<file path="src/port_b_pin_values_pkg.sv">
package port_b_pin_values_pkg;

    // Register indices; the byte address of a register is four times its index.
    localparam logic [2:0] IDX_PIN_VALUES  = 3'h0;
    localparam logic [2:0] IDX_OUT_LATCH   = 3'h1;
    localparam logic [2:0] IDX_DIRECTION   = 3'h2;
    localparam logic [2:0] IDX_IRQ_MAIN    = 3'h3;
    localparam logic [2:0] IDX_IRQ_EDGE_PU = 3'h4;
    localparam logic [2:0] IDX_IRQ_EXT     = 3'h5;
    localparam logic [2:0] IDX_ANALOG_CFG  = 3'h6;
    localparam logic [2:0] REG_COUNT       = 3'h7;

    // Implemented bits of the mixed registers; the rest read as zero.
    localparam logic [7:0] IRQ_EDGE_PU_MASK = 8'hF5;
    localparam logic [7:0] IRQ_EXT_MASK     = 8'hDB;
    localparam logic [7:0] ANALOG_CFG_MASK  = 8'h3F;

    // Values after reset.
    localparam logic [7:0] OUT_LATCH_RST   = 8'h00;
    localparam logic [7:0] DIRECTION_RST   = 8'hFF;
    localparam logic [7:0] IRQ_MAIN_RST    = 8'h00;
    localparam logic [7:0] IRQ_EDGE_PU_RST = 8'hF5;
    localparam logic [7:0] IRQ_EXT_RST     = 8'hC0;
    localparam logic [7:0] ANALOG_CFG_DIG  = 8'h0F;
    localparam logic [7:0] ANALOG_CFG_ANA  = 8'h00;

    // Pin 4 is analog while the select field is below this value.
    localparam logic [3:0] PIN4_ANALOG_LIMIT = 4'h4;

    // Field positions.
    localparam int unsigned PULLUP_DIS_BIT  = 7;
    localparam int unsigned CHANGE_PRIO_BIT = 0;
    localparam int unsigned CHANGE_EN_BIT   = 3;

    // Bus responses.
    localparam logic [1:0] RESP_OKAY   = 2'h0;
    localparam logic [1:0] RESP_SLVERR = 2'h2;

endpackage : port_b_pin_values_pkg

</file>
<file path="src/reg_access_if.sv">
`timescale 1ns/100ps
interface reg_access_if;
    logic       wr_stb;
    logic [2:0] wr_idx;
    logic [7:0] wdata;
    logic       rd_stb;
    logic [2:0] rd_idx;
    logic [7:0] rdata;

    modport bus  (output wr_stb, wr_idx, wdata, rd_stb, rd_idx,
                  input  rdata);
    modport regs (input  wr_stb, wr_idx, wdata, rd_stb, rd_idx,
                  output rdata);
endinterface : reg_access_if

</file>
<file path="src/port_b_pin_values_upper.sv">
`timescale 1ns/100ps
// Function
// RULE_01 - Pin 4 as output drives its latch bit; analog selection never changes it.
// RULE_02 - Pin 4 input pull-up follows global disable; analog disables pull-up and input.
// RULE_03 - Pins 5 to 7 as inputs read via port, pulled up unless disabled.
// RULE_04 - Only pins with direction bit one take part in change detection.
// RULE_05 - Low-voltage programming setting dedicates pin 5 to mode entry, nothing else.
// RULE_06 - During programming or debug, pin 6 is the external serial clock input.
// RULE_07 - During programming or debug, pin 7 is bidirectional serial data.
// RULE_08 - Programming or debug disables all other functions of pins 6 and 7.
// RULE_09 - Compare unit uses pin 3 only when its pin select setting is zero.
// RULE_10 - On pin 3, direction zero outputs compare signal, one feeds capture.
// RULE_11 - After power-on, analog-capable pins are analog or digital per default setting.
// RULE_12 - Latch register reads and writes reach the output latch, not pins.
// RULE_13 - Unimplemented register bits read as zero.
// RULE_14 - Direction one floats the driver; direction zero drives the latch value.
// RULE_15 - Watched pins compared with last port read; mismatches ORed set change flag. The code also takes the snapshot on a port write.
// RULE_16 - Mismatch keeps setting the flag; a port read ends it.
// RULE_17 - Pull-up off on output pins; all pull-ups off after power-on.
// RULE_18 - Change request raised while flag and enable set, with its priority bit.
module port_b_pin_values_upper (
    // Clock and reset.
    input  wire logic        mclk_in,
    input  wire logic        srst_in,
    // Register bus.
    input  wire logic [7:0]  awaddr_in,
    input  wire logic        awvalid_in,
    output logic             awready_out,
    input  wire logic [31:0] wdata_in,
    input  wire logic [3:0]  wstrb_in,
    input  wire logic        wvalid_in,
    output logic             wready_out,
    output logic [1:0]       bresp_out,
    output logic             bvalid_out,
    input  wire logic        bready_in,
    input  wire logic [7:0]  araddr_in,
    input  wire logic        arvalid_in,
    output logic             arready_out,
    output logic [31:0]      rdata_out,
    output logic [1:0]       rresp_out,
    output logic             rvalid_out,
    input  wire logic        rready_in,
    // Configuration settings.
    input  wire logic        low_voltage_program_cfg_in,
    input  wire logic        compare_unit_pin_select_in,
    input  wire logic        analog_default_cfg_in,
    input  wire logic        prog_debug_enable_in,
    // Port pins 3 to 7.
    input  wire logic [7:3]  pin_in,
    output logic [7:3]       pin_out,
    output logic [7:3]       pin_oe_n_out,
    output logic [7:4]       pullup_en_out,
    output logic             analog_channel_eleven_sel_out,
    // Programming and debug link.
    input  wire logic        prog_data_in,
    input  wire logic        prog_data_drive_in,
    output logic             serial_program_clock_out,
    output logic             serial_program_data_out,
    output logic             lv_programming_entry_out,
    // Second compare unit.
    input  wire logic        compare_signal_in,
    input  wire logic        default_pin_in,
    output logic             capture_out,
    output logic             default_pin_sel_out,
    // Change interrupt request.
    output logic             port_change_irq_out,
    output logic             port_change_priority_out
);

    ////////////////////////////////////////////////////////////////////////
    // Register bus and registers.

    reg_access_if rif ();

    axil_reg_slave u_slave (
        .mclk_in     (mclk_in),
        .srst_in     (srst_in),
        .awaddr_in   (awaddr_in),
        .awvalid_in  (awvalid_in),
        .awready_out (awready_out),
        .wdata_in    (wdata_in),
        .wstrb_in    (wstrb_in),
        .wvalid_in   (wvalid_in),
        .wready_out  (wready_out),
        .bresp_out   (bresp_out),
        .bvalid_out  (bvalid_out),
        .bready_in   (bready_in),
        .araddr_in   (araddr_in),
        .arvalid_in  (arvalid_in),
        .arready_out (arready_out),
        .rdata_out   (rdata_out),
        .rresp_out   (rresp_out),
        .rvalid_out  (rvalid_out),
        .rready_in   (rready_in),
        .rif         (rif)
    );

    logic [7:0] latch_reg;
    logic [7:0] tris_reg;
    logic [7:0] irq_main_reg;
    logic [7:0] irq_edge_pu_reg;
    logic [7:0] irq_ext_reg;
    logic [7:0] analog_cfg_reg;
    logic       analog_load_reg;
    logic       change_flag;

    // Write decode; a write to the port lands in the output latch.
    wire wr_latch    = rif.wr_stb && (rif.wr_idx == port_b_pin_values_pkg::IDX_PIN_VALUES
                       || rif.wr_idx == port_b_pin_values_pkg::IDX_OUT_LATCH); // RULE_12
    wire wr_dir      = rif.wr_stb && rif.wr_idx == port_b_pin_values_pkg::IDX_DIRECTION;
    wire wr_main     = rif.wr_stb && rif.wr_idx == port_b_pin_values_pkg::IDX_IRQ_MAIN;
    wire wr_edge_pu  = rif.wr_stb && rif.wr_idx == port_b_pin_values_pkg::IDX_IRQ_EDGE_PU;
    wire wr_ext      = rif.wr_stb && rif.wr_idx == port_b_pin_values_pkg::IDX_IRQ_EXT;
    wire wr_analog   = rif.wr_stb && rif.wr_idx == port_b_pin_values_pkg::IDX_ANALOG_CFG;
    wire port_access = (rif.wr_stb && rif.wr_idx == port_b_pin_values_pkg::IDX_PIN_VALUES)
                    || (rif.rd_stb && rif.rd_idx == port_b_pin_values_pkg::IDX_PIN_VALUES);

    // Software registers; the analog default is loaded just after reset.
    always_ff @(posedge mclk_in) begin
        if (srst_in) begin
            latch_reg       <= port_b_pin_values_pkg::OUT_LATCH_RST;
            tris_reg        <= port_b_pin_values_pkg::DIRECTION_RST;
            irq_main_reg    <= port_b_pin_values_pkg::IRQ_MAIN_RST;
            irq_edge_pu_reg <= port_b_pin_values_pkg::IRQ_EDGE_PU_RST; // RULE_17
            irq_ext_reg     <= port_b_pin_values_pkg::IRQ_EXT_RST;
            analog_cfg_reg  <= port_b_pin_values_pkg::ANALOG_CFG_DIG;
            analog_load_reg <= 1'b1;
        end else begin
            analog_load_reg <= 1'b0;
            if (analog_load_reg) begin
                analog_cfg_reg <= analog_default_cfg_in
                    ? port_b_pin_values_pkg::ANALOG_CFG_ANA
                    : port_b_pin_values_pkg::ANALOG_CFG_DIG; // RULE_11
            end else if (wr_analog) begin
                analog_cfg_reg <= rif.wdata & port_b_pin_values_pkg::ANALOG_CFG_MASK;
            end
            if (wr_latch) latch_reg <= rif.wdata; // RULE_12
            if (wr_dir) tris_reg <= rif.wdata;
            if (wr_main) irq_main_reg <= rif.wdata;
            if (wr_edge_pu) begin
                irq_edge_pu_reg <= rif.wdata & port_b_pin_values_pkg::IRQ_EDGE_PU_MASK;
            end
            if (wr_ext) irq_ext_reg <= rif.wdata & port_b_pin_values_pkg::IRQ_EXT_MASK;
        end
    end

    ////////////////////////////////////////////////////////////////////////
    // Pin ownership and pin functions.

    wire       lv_cfg     = low_voltage_program_cfg_in;
    wire       dbg        = prog_debug_enable_in;
    wire       pin4_ana   = analog_cfg_reg[3:0] < port_b_pin_values_pkg::PIN4_ANALOG_LIMIT;
    wire       pu_off     = irq_edge_pu_reg[port_b_pin_values_pkg::PULLUP_DIS_BIT];
    wire       ccp_here   = ~compare_unit_pin_select_in; // RULE_09
    // Pins taken over by programming entry or the debug link.
    wire [7:4] owned      = {dbg, dbg, lv_cfg, 1'b0}; // RULE_05 RULE_08
    // Digital input enable per pin; analog pin 4 and owned pins read zero.
    wire [7:4] dig_in     = ~owned & {3'h7, ~pin4_ana}; // RULE_02
    wire [7:4] watch      = tris_reg[7:4] & dig_in; // RULE_04

    logic [7:4] drive;
    logic [7:4] value;
    logic [7:4] pull;

    // Driver, value and pull-up of pins 4 to 7; pin 7 may carry debug data.
    for (genvar g = 4; g < 8; g++) begin : g_pin
        assign drive[g] = (g == 7 && dbg) ? prog_data_drive_in
                        : (~tris_reg[g] & ~owned[g]); // RULE_14 RULE_07
        assign value[g] = (g == 7 && dbg) ? prog_data_in
                        : latch_reg[g]; // RULE_01
        assign pull[g]  = ~pu_off & tris_reg[g] & dig_in[g]; // RULE_03 RULE_17
    end

    // Pin 3 carries the compare output when the unit is routed here and its direction bit is zero.
    wire pin3_val = (ccp_here && !tris_reg[3]) ? compare_signal_in
                                               : latch_reg[3]; // RULE_10
    wire capture  = ccp_here ? (tris_reg[3] & pin_in[3])
                             : default_pin_in; // RULE_10

    // Read selection; the port shows pin levels, the latch register does not.
    wire [7:0] port_rd = {pin_in[7:4] & dig_in, pin_in[3], 3'h0}; // RULE_13
    wire [7:0] main_rd = {irq_main_reg[7:1], change_flag};
    assign rif.rdata =
        (rif.rd_idx == port_b_pin_values_pkg::IDX_PIN_VALUES)  ? port_rd :
        (rif.rd_idx == port_b_pin_values_pkg::IDX_OUT_LATCH)   ? latch_reg : // RULE_12
        (rif.rd_idx == port_b_pin_values_pkg::IDX_DIRECTION)   ? tris_reg :
        (rif.rd_idx == port_b_pin_values_pkg::IDX_IRQ_MAIN)    ? main_rd :
        (rif.rd_idx == port_b_pin_values_pkg::IDX_IRQ_EDGE_PU) ? irq_edge_pu_reg :
        (rif.rd_idx == port_b_pin_values_pkg::IDX_IRQ_EXT)     ? irq_ext_reg :
        analog_cfg_reg; // RULE_13

    ////////////////////////////////////////////////////////////////////////
    // Change detection.

    port_change_detect u_change (
        .mclk_in     (mclk_in),
        .srst_in     (srst_in),
        .pin_in      (pin_in[7:4]),
        .watch_in    (watch), // RULE_04
        .sample_in   (port_access), // RULE_16
        .flag_wr_in  (wr_main),
        .flag_val_in (rif.wdata[0]),
        .flag_out    (change_flag)
    );

    wire irq_req = change_flag & irq_main_reg[port_b_pin_values_pkg::CHANGE_EN_BIT];

    ////////////////////////////////////////////////////////////////////////
    // Registered outputs.

    always_ff @(posedge mclk_in) begin
        if (srst_in) begin
            pin_out                       <= 5'h00;
            pin_oe_n_out                  <= 5'h1F;
            pullup_en_out                 <= 4'h0;
            analog_channel_eleven_sel_out <= 1'b0;
            serial_program_clock_out      <= 1'b0;
            serial_program_data_out       <= 1'b0;
            lv_programming_entry_out      <= 1'b0;
            capture_out                   <= 1'b0;
            default_pin_sel_out           <= 1'b0;
            port_change_irq_out           <= 1'b0;
            port_change_priority_out      <= 1'b0;
        end else begin
            pin_out                       <= {value, pin3_val};
            pin_oe_n_out                  <= ~{drive, ~tris_reg[3]};
            pullup_en_out                 <= pull;
            analog_channel_eleven_sel_out <= pin4_ana; // RULE_02
            serial_program_clock_out      <= dbg & pin_in[6]; // RULE_06
            serial_program_data_out       <= dbg & pin_in[7]; // RULE_07
            lv_programming_entry_out      <= lv_cfg & pin_in[5]; // RULE_05
            capture_out                   <= capture;
            default_pin_sel_out           <= ~ccp_here; // RULE_09
            port_change_irq_out           <= irq_req; // RULE_18
            port_change_priority_out      <=
                irq_edge_pu_reg[port_b_pin_values_pkg::CHANGE_PRIO_BIT]; // RULE_18
        end
    end

    ////////////////////////////////////////////////////////////////////////
    // Checks.

    AST_PIN4_DRIVE: assert property (@(posedge mclk_in) disable iff (srst_in) // RULE_01
        !tris_reg[4] |=> !pin_oe_n_out[4] && pin_out[4] == $past(latch_reg[4]))
        else $error("Output pin 4 not driven from its latch bit.");

    AST_PIN4_ANALOG: assert property (@(posedge mclk_in) disable iff (srst_in) // RULE_02
        pin4_ana |=> !pullup_en_out[4] && analog_channel_eleven_sel_out)
        else $error("Analog pin 4 kept its pull-up.");

    AST_PULLUP_GLOBAL: assert property (@(posedge mclk_in) disable iff (srst_in) // RULE_03
        pu_off |=> pullup_en_out == 4'h0)
        else $error("Pull-up active while globally disabled.");

    AST_PULLUP_INPUT: assert property (@(posedge mclk_in) disable iff (srst_in) // RULE_17
        !pu_off && tris_reg[6] && !dbg |=> pullup_en_out[6])
        else $error("Input pin 6 lost its pull-up.");

    AST_PULLUP_OUTPUT: assert property (@(posedge mclk_in) disable iff (srst_in) // RULE_17
        !tris_reg[5] |=> !pullup_en_out[5])
        else $error("Output pin 5 kept its pull-up.");

    AST_OUTPUTS_IGNORED: assert property (@(posedge mclk_in) disable iff (srst_in) // RULE_04
        tris_reg[7:4] == 4'h0 && !change_flag && !wr_main |=> !change_flag)
        else $error("Output pins raised the change flag.");

    AST_LV_ENTRY_PIN5: assert property (@(posedge mclk_in) disable iff (srst_in) // RULE_05
        lv_cfg |=> pin_oe_n_out[5] && !pullup_en_out[5])
        else $error("Pin 5 kept a port function under programming entry.");

    AST_DBG_CLOCK: assert property (@(posedge mclk_in) disable iff (srst_in) // RULE_06
        dbg |=> pin_oe_n_out[6] && serial_program_clock_out == $past(pin_in[6]))
        else $error("Pin 6 not passed as serial clock during debug.");

    AST_DBG_DATA: assert property (@(posedge mclk_in) disable iff (srst_in) // RULE_07
        dbg |=> pin_oe_n_out[7] == !$past(prog_data_drive_in)
            && !pullup_en_out[7])
        else $error("Pin 7 not under debug data control.");

    AST_CCP_OUT: assert property (@(posedge mclk_in) disable iff (srst_in) // RULE_10
        ccp_here && !tris_reg[3] |=> pin_out[3] == $past(compare_signal_in)
            && !default_pin_sel_out)
        else $error("Compare signal not on pin 3.");

    AST_ANALOG_POR: assert property (@(posedge mclk_in) disable iff (srst_in) // RULE_11
        analog_load_reg |=> analog_cfg_reg == ($past(analog_default_cfg_in)
            ? port_b_pin_values_pkg::ANALOG_CFG_ANA : port_b_pin_values_pkg::ANALOG_CFG_DIG))
        else $error("Analog default not applied after reset.");

    AST_IRQ: assert property (@(posedge mclk_in) disable iff (srst_in) // RULE_18
        irq_req |=> port_change_irq_out ##1 (port_change_irq_out == $past(irq_req)))
        else $error("Change request does not follow flag and enable.");

endmodule : port_b_pin_values_upper

</file>
<file path="src/axil_reg_slave.sv">
`timescale 1ns/100ps
module axil_reg_slave (
    // Clock and reset.
    input  wire logic        mclk_in,
    input  wire logic        srst_in,
    // Write channels.
    input  wire logic [7:0]  awaddr_in,
    input  wire logic        awvalid_in,
    output logic             awready_out,
    input  wire logic [31:0] wdata_in,
    input  wire logic [3:0]  wstrb_in,
    input  wire logic        wvalid_in,
    output logic             wready_out,
    output logic [1:0]       bresp_out,
    output logic             bvalid_out,
    input  wire logic        bready_in,
    // Read channels.
    input  wire logic [7:0]  araddr_in,
    input  wire logic        arvalid_in,
    output logic             arready_out,
    output logic [31:0]      rdata_out,
    output logic [1:0]       rresp_out,
    output logic             rvalid_out,
    input  wire logic        rready_in,
    // Register side.
    reg_access_if.bus        rif
);

    // An address hits a register when aligned and below the register count.
    function automatic logic mapped(input logic [7:0] a);
        return (a[7:5] == 3'h0) && (a[1:0] == 2'h0)
            && (a[4:2] < port_b_pin_values_pkg::REG_COUNT);
    endfunction : mapped

    logic [7:0] awaddr_reg;
    logic [7:0] wdata_reg;
    logic       wstrb0_reg;
    logic [7:0] araddr_reg;
    logic       rd_pend_reg;

    // A ready that is low means its channel item is held here.
    wire aw_take = awvalid_in & awready_out;
    wire w_take  = wvalid_in & wready_out;
    wire ar_take = arvalid_in & arready_out;
    wire fire    = ~awready_out & ~wready_out & ~bvalid_out;
    wire b_done  = bvalid_out & bready_in;
    wire r_done  = rvalid_out & rready_in;

    // Only the low byte lane carries register data.
    assign rif.wr_stb = fire & mapped(awaddr_reg) & wstrb0_reg;
    assign rif.wr_idx = awaddr_reg[4:2];
    assign rif.wdata  = wdata_reg;
    assign rif.rd_stb = rd_pend_reg & mapped(araddr_reg);
    assign rif.rd_idx = araddr_reg[4:2];

    // Write path: both items held, then one response.
    always_ff @(posedge mclk_in) begin
        if (srst_in) begin
            awready_out <= 1'b1;
            wready_out  <= 1'b1;
            bvalid_out  <= 1'b0;
            bresp_out   <= port_b_pin_values_pkg::RESP_OKAY;
            awaddr_reg  <= 8'h00;
            wdata_reg   <= 8'h00;
            wstrb0_reg  <= 1'b0;
        end else begin
            if (aw_take) begin
                awaddr_reg  <= awaddr_in;
                awready_out <= 1'b0;
            end
            if (w_take) begin
                wdata_reg  <= wdata_in[7:0];
                wstrb0_reg <= wstrb_in[0];
                wready_out <= 1'b0;
            end
            if (fire) begin
                bvalid_out <= 1'b1;
                bresp_out  <= mapped(awaddr_reg) ? port_b_pin_values_pkg::RESP_OKAY
                                                 : port_b_pin_values_pkg::RESP_SLVERR;
            end else if (b_done) begin
                bvalid_out  <= 1'b0;
                awready_out <= 1'b1;
                wready_out  <= 1'b1;
            end
        end
    end

    // Read path: the register is sampled one cycle after the address.
    always_ff @(posedge mclk_in) begin
        if (srst_in) begin
            arready_out <= 1'b1;
            rd_pend_reg <= 1'b0;
            araddr_reg  <= 8'h00;
            rvalid_out  <= 1'b0;
            rdata_out   <= 32'h0000_0000;
            rresp_out   <= port_b_pin_values_pkg::RESP_OKAY;
        end else begin
            rd_pend_reg <= ar_take;
            if (ar_take) begin
                araddr_reg  <= araddr_in;
                arready_out <= 1'b0;
            end
            if (rd_pend_reg) begin
                rvalid_out <= 1'b1;
                rdata_out  <= mapped(araddr_reg) ? {24'h00_0000, rif.rdata}
                                                 : 32'h0000_0000;
                rresp_out  <= mapped(araddr_reg) ? port_b_pin_values_pkg::RESP_OKAY
                                                 : port_b_pin_values_pkg::RESP_SLVERR;
            end else if (r_done) begin
                rvalid_out  <= 1'b0;
                arready_out <= 1'b1;
            end
        end
    end

    // A response stays offered until the master takes it.
    AST_BVALID_HOLD: assert property (@(posedge mclk_in) disable iff (srst_in)
        bvalid_out && !bready_in |=> bvalid_out && $stable(bresp_out))
        else $error("Write response dropped before it was taken.");

endmodule : axil_reg_slave

</file>
<file path="src/port_change_detect.sv">
`timescale 1ns/100ps
module port_change_detect (
    // Clock and reset.
    input  wire logic       mclk_in,
    input  wire logic       srst_in,
    // Pin levels and the pins that take part.
    input  wire logic [3:0] pin_in,
    input  wire logic [3:0] watch_in,
    // Port access, and software write of the flag.
    input  wire logic       sample_in,
    input  wire logic       flag_wr_in,
    input  wire logic       flag_val_in,
    // Change flag.
    output logic            flag_out
);

    logic [3:0] snap_reg;
    logic       flag_next;

    // Mismatches of the watched pins against the last port read or write are ORed.
    wire mismatch = |((pin_in ^ snap_reg) & watch_in); // RULE_15

    // A mismatch sets the flag even in the cycle software clears it.
    assign flag_next = mismatch | (flag_wr_in ? flag_val_in : flag_out); // RULE_16

    // A port access takes a new snapshot, ending the mismatch.
    always_ff @(posedge mclk_in) begin
        if (srst_in) begin
            snap_reg <= 4'h0;
            flag_out <= 1'b0;
        end else begin
            if (sample_in) begin
                snap_reg <= pin_in; // RULE_16
            end
            flag_out <= flag_next;
        end
    end

    AST_FLAG_SET: assert property (@(posedge mclk_in) disable iff (srst_in) // RULE_15
        mismatch |=> flag_out)
        else $error("Watched pin mismatch did not set the change flag.");

    AST_FLAG_STICKY: assert property (@(posedge mclk_in) disable iff (srst_in) // RULE_16
        flag_out && !flag_wr_in |=> flag_out [*1] ##0 $past(flag_out))
        else $error("Change flag cleared without a software write.");

endmodule : port_change_detect

</file>
<file path="config.mk">
export PLATFORM = sky130hd
export DESIGN_NAME = port_b_pin_values_upper
export DESIGN_NICKNAME = d
export VERILOG_FILES = /design/src/port_b_pin_values_pkg.sv /design/src/reg_access_if.sv /design/src/port_b_pin_values_upper.sv /design/src/axil_reg_slave.sv /design/src/port_change_detect.sv
export SDC_FILE = /design/constraint.sdc
export NUM_CORES = 1
export LEC_CHECK = 0
export ABC_CLOCK_PERIOD_IN_PS = 4500
export BUFFER_PORTS_ARGS = -buffer_cell sky130_fd_sc_hd__buf_2
export CORE_MARGIN = 1
export CORE_UTILIZATION = 49
export CTS_BUF_LIST = sky130_fd_sc_hd__clkbuf_4 sky130_fd_sc_hd__clkbuf_8
export CTS_CLUSTER_DIAMETER = 200
export DETAILED_ROUTE_END_ITERATION = 10
export PLACE_DENSITY_LB_ADDON = 0.1
export SETUP_SLACK_MARGIN = 0.05
export SKIP_LAST_GASP = 1
export SLEW_MARGIN = 20
export SYNTH_ARGS = -nofsm -noshare
export SYNTH_HDL_FRONTEND = slang
export SYNTH_SLANG_ARGS = --single-unit
</file>
<file path="constraint.sdc">
create_clock -name mclk_in -period 4.5 [get_ports mclk_in]
set_input_delay 0.225 -clock mclk_in [delete_from_list [all_inputs] [get_ports mclk_in]]
set_output_delay 0.225 -clock mclk_in [all_outputs]
set_load 0.02 [all_outputs]
</file>
======== Word level (Yosys, flattened, before mapping) ========
Cells that the tools add are included.
storage, ports and cells
  register bits ........................... 139
  word-level logic and storage cells ...... 151
  bits of input ports ..................... 72
  output and inout port bits .............. 63
cells by class
  reduce and logical (&&, ||, !) cells .... 26
  bitwise gates (word level) .............. 47
  order comparisons ....................... 3
  equality and inequality tests ........... 11
  multiplexer cells ....................... 31
operators by type and width
  operator                                                                      count
  8-bit two-way mux                                                             9
  1-bit bitwise AND                                                             26
  1-bit two-way mux                                                             19
  4-bit bitwise AND                                                             4
  3-bit == test, second input constant                                          5
  1-bit logical AND                                                             13
  1-bit inverter                                                                13
  3-bit by 2-bit == test with 1-bit output, second input constant               4
  3-bit logical NOT                                                             4
  3-bit by 1-bit == test with 1-bit output, second input constant               2
  3-bit less-than comparator, second input constant                             2
  2-bit nonzero test                                                            3
  5-bit inverter                                                                1
  2-bit logical NOT                                                             2
  4-bit by 3-bit less-than comparator with 1-bit output, second input constant  1
  2-bit two-way mux                                                             2
  4-bit two-way mux                                                             1
  4-bit inverter                                                                1
  4-bit OR reduction                                                            1
  4-bit bitwise XOR                                                             1
  1-bit logical OR                                                              2
  1-bit logical NOT                                                             1
  1-bit bitwise OR                                                              1

======== Depth between registers and ports, before layout ========
  depth after elaboration ................. 8
  depth in mapped cells ................... 7
  depth with buffers taken out ............ 5

======== Cells and area by module ========
From an unflattened synthesis, not the netlist that was laid out.
second synthesis, totals
  cells, all modules ...................... 530
  area, all modules ....................... 4720.8 um^2
by module, submodules not included
  module                   cells an instance  instances  area an instance (um^2)  sequential area each (um^2)
  port_b_pin_values_upper  290                1          2705.1                   1281.2
  axil_reg_slave           218                1          1790.5                   820.8
  port_change_detect       22                 1          225.2                    100.1

======== Least setup slack after synthesis ========
OpenSTA, ideal clock, no wires.
  path type ............................... register to register
  from .................................... register u_slave.awaddr_reg[1]
  to ...................................... register tris_reg[7]
  arrival time ............................ 1.773 ns
  buffers on the path ..................... 2
  path slack .............................. 2.608 ns
  period minus slack after synthesis ...... 1.892 ns
  cell stages (with the launch flop) ...... 8
  library setup time ...................... 0.120 ns
  data required time ...................... 4.380 ns
  cells stage by stage .................... dfxtp_1 > or4_4 > nor3_4 > and4b_1 > buf_4 > buf_6 > nor2_1 > a211o_1
between the ends
  longest elaborated chain between the ends .. 6
ends and longest elaborated chain
  item                            RTL line                        RTL
  from (decl)                     axil_reg_slave.sv:35            logic [7:0] awaddr_reg;
  from (signal assigned)          axil_reg_slave.sv:68            awaddr_reg <= awaddr_in;
  2-bit logical NOT               axil_reg_slave.sv:31            return (a[7:5] == 3'h0) && (a[1:0] == 2'h0)
  1-bit logical AND               axil_reg_slave.sv:31
  1-bit logical AND               axil_reg_slave.sv:32            && (a[4:2] < port_b_pin_values_pkg::REG_COUNT);
  1-bit bitwise AND (2 in a row)  axil_reg_slave.sv:50            assign rif.wr_stb = fire & mapped(awaddr_reg) & wstrb0_reg;
  1-bit logical AND               port_b_pin_values_upper.sv:110  wire wr_dir = rif.wr_stb && rif.wr_idx == port_b_pin_values_pkg::IDX_DIRECTION;
  to (signal assigned)            port_b_pin_values_upper.sv:122  tris_reg <= port_b_pin_values_pkg::DIRECTION_RST;
  to (signal assigned)            port_b_pin_values_upper.sv:138  if (wr_dir) tris_reg <= rif.wdata;
  to (decl)                       port_b_pin_values_upper.sv:99   logic [7:0] tris_reg;
No other way between the ends.
A chain may end at the register's enable or synchronous reset.

======== Worst setup path in the final report ========
  from .................................... register u_slave.awaddr_reg[1]
  to ...................................... register tris_reg[6]
The elaborated chain is that of the path after synthesis.

==> run summary <==
Internal power - 1.30 mW
CP Class - flip-flop to flip-flop
GR Layer Usage met2 - 0.370
Setup TNS - 0 ps
Placement Cell Area - 4960 sq um
Mean Syn Cell Area - 8.79 sq um
CTS tree - yes
Grt peak-use layer - met2
DP HPWL - 7.29 mm
Reg2reg setup slack - 1770 ps
Core ar. - 9200 sq um
Most frequent cells in the layout - dfxtp_1 (110), buf_2 (80), a21oi_1 (54)
Clk_lat worst skew - 370 ps
Ys async rst share - 0
Vias in the first global route - 3,518
First-pass GRT wire length - 17.5 mm
Dpl ws - 1740 ps
Synthesis-stage register bit count - 110
Filler instances - 888
Met1 Track Usage GR - 0.301
Clock power frac - 0.313
RSZ-0062 raised after global routing - false
P_leak - 2.10 nW
Setup Viol. Count Final - 0
Synth Flop Type - dfxtp_1
Tcrit/Tclk final - 0.608
Adder-Cell Fraction of Synth Area - 0
Startpoint Class - flip-flop
Critical path peak fanout - 16
Post-synthesis xor/xnor area fraction - 0.00755
Share of layout cells above drive strength 1 - 0.186
Post-synth EDFFs - 0
Kind of end point of the critical path - flip-flop
Routed len/inst - 15.2 um
Synthesized instance count - 528
Simple-gate share of the synthesized area - 0.223
Final Hold Vio Count - 0
Congestion Overflow GR - 0
Die X - 99.3 um
Residual DRC - 0
Max-Cap Viols - 0
DRT Wirelength - 10.7 mm
Compound-Gate Fraction of Synth Area - 0.153
Combined buffer and inverter count along the critical path - 0
Post-CTS Hold Fix Bufs - 0
Finished Cell Area - 5160 sq um
Initial antenna violation count - 0
Peak Freq - 366 MHz
Placer Congestion - 0.826
Library cells used by synthesis - 52
ANT nets after route - 0
Port Buffers - 81
Combinational share of power - 0.106
Synth warn - 0
Maximum vdd drop - 0.163 mV
Hold Worst Slack - 84.0 ps
Via count - 3,878
Pin count of the biggest net entering global routing - 113
Area grow syn2layout - 11.2%
Switch Pwr - 0.496 mW
Critical path cell sequence - or4_4 -> nor3_4 -> and4b_1 -> nor2b_1 -> a211o_1
Commonest non-fill, non-tap cell in the layout - dfxtp_1
Worst Tran Pin Value - 966 ps
# H-tree levels - 3
Seq/Total Area, Yosys - 0.475
Largest family of logic cells by synthesized area - simple AND/OR/NAND/NOR gates
Required time of the critical path - 4760 ps
Num Clock Sinks - 110
Synth Cell Area - 4640 sq um
Hold WC Path Type - input pin to flip-flop
CTS resizes - 0
TritonCTS Buffers - 9
Root Buffer - clkbuf_8
N_diodes - 0
Mux share of post-synthesis cell area - 0.0566
Sw frac - 0.276
Total track usage - 0.224
Layout Nets - 659
Clock Tree Buf Depth - 2
Final Worst Setup Slack - 1770 ps
Clock Pin Slew Worst Setup and Hold Paths - 100 ps
Tmin final - 2730 ps
Slowest cell on the critical path - and4b_1
CP arrival - 3000 ps
Initial Util - 0.504
I/O pin cnt - 135
Die area - 9860 sq um
DRT Pass-1 Iters - 5
Power per cell area - 349 nW/um^2
Slew HR - 0.355
Via density - 5.52
Sequential group share of total power - 0.581
Site Rows - 35
Die height - 99.3 um
Clk_skew - 12.0 ps
Initial DRC count - 190
Max Slew Vio Count - 0
CP delay by family, top - simple AND/OR/NAND/NOR gates
M3 GR Usage - 0.0267
Setup repair bufs after CTS - 0
Status - finished, final reports clean
Max incr delay on CP - 740 ps
## kinds of logic after synthesis
kind of cell	Yosys count
XOR/XNOR	4
multiplexers	26
other	1
AND/OR/NAND/NOR	205
flip-flops	110
AO/OA/AOI/OAI	109
buffers and inverters	73
## layer usage
| layer | up-vias | part of all wire |
|---|---|---|
| met5 | - | 0 |
| li1 | 1916 | - |
| met1 | 1790 | 0.47 |
| met2 | 153 | 0.46 |
| met3 | 19 | 0.051 |
| met4 | 0 | 0.019 |
## power groups by stage
stage | logic [mW] | clock network (mW) | registers, mW
global placement | 0.185 | 0 | 1.07
finish | 0.191 | 0.564 | 1.05
CTS | 0.189 | 0.572 | 1.05
floorplan | 0.153 | 0 | 1.05
detailed placement | 0.189 | 0 | 1.07
global route | 0.213 | 0.607 | 1.05
## worst paths after layout
path / cells past startpoint / from / end
setup / recovery: 5 / u_slave.awaddr_reg[1] / tris_reg[6]
hold / removal: 2 / low_voltage_program_cfg_in / pullup_en_out[5]
setup reg to reg: 5 / u_slave.awaddr_reg[1] / tris_reg[6]
hold reg to reg: 2 / u_slave.awaddr_reg[5] / u_slave.awaddr_reg[5]
## Yosys cell counts (2+ instances only)
master,count,area (sq um)
inv_1,13,48.8
o21ai_0,7,35.0
and3_1,2,12.5
nor3b_1,2,15.0
nand2b_1,6,37.5
nor4b_1,2,17.5
nor2b_1,21,131
buf_1,8,30.0
or3_1,3,18.8
nand2_1,50,188
a21oi_1,54,270
clkbuf_1,21,78.8
a22oi_1,3,22.5
nor2_1,48,180
dfxtp_1,110,2200
buf_4,29,218
o2bb2ai_1,2,17.5
o31ai_1,2,15.0
mux2i_1,24,240
a311oi_1,3,26.3
a21o_1,2,15.0
mux2_2,2,22.5
nor3_1,13,65.1
o22ai_1,2,12.5
a32oi_1,2,17.5
nand3_1,37,185
nor4_1,9,56.3
a22o_1,2,17.5
and4b_1,2,20.0
a221oi_1,5,43.8
xnor2_1,3,26.3
a211o_1,17,149
or2_2,3,18.8
## stage by stage
step | instances | total power [mW] | util
3_3_place_gp | 686 | 1.25 | 0.539
6_report | 703 | 1.80 | 0.561
3_5_place_dp | 686 | 1.26 | 0.539
2_1_floorplan | 553 | 1.21 | -
4_1_cts | 702 | 1.81 | 0.559
5_1_grt | 703 | 1.87 | 0.561
## cell type report
type                       count  area [sq um]  share of cell area
clock buffer                  12           153              0.0296
clock inverter                 4          31.3             0.00606
inverter                      14          52.6              0.0102
multi-input combinational    370          2160               0.418
sequential                   110          2200               0.427
tap                          111           139              0.0269
timing repair buffer          82           428              0.0829
Power figures use the tool's default switching activity.
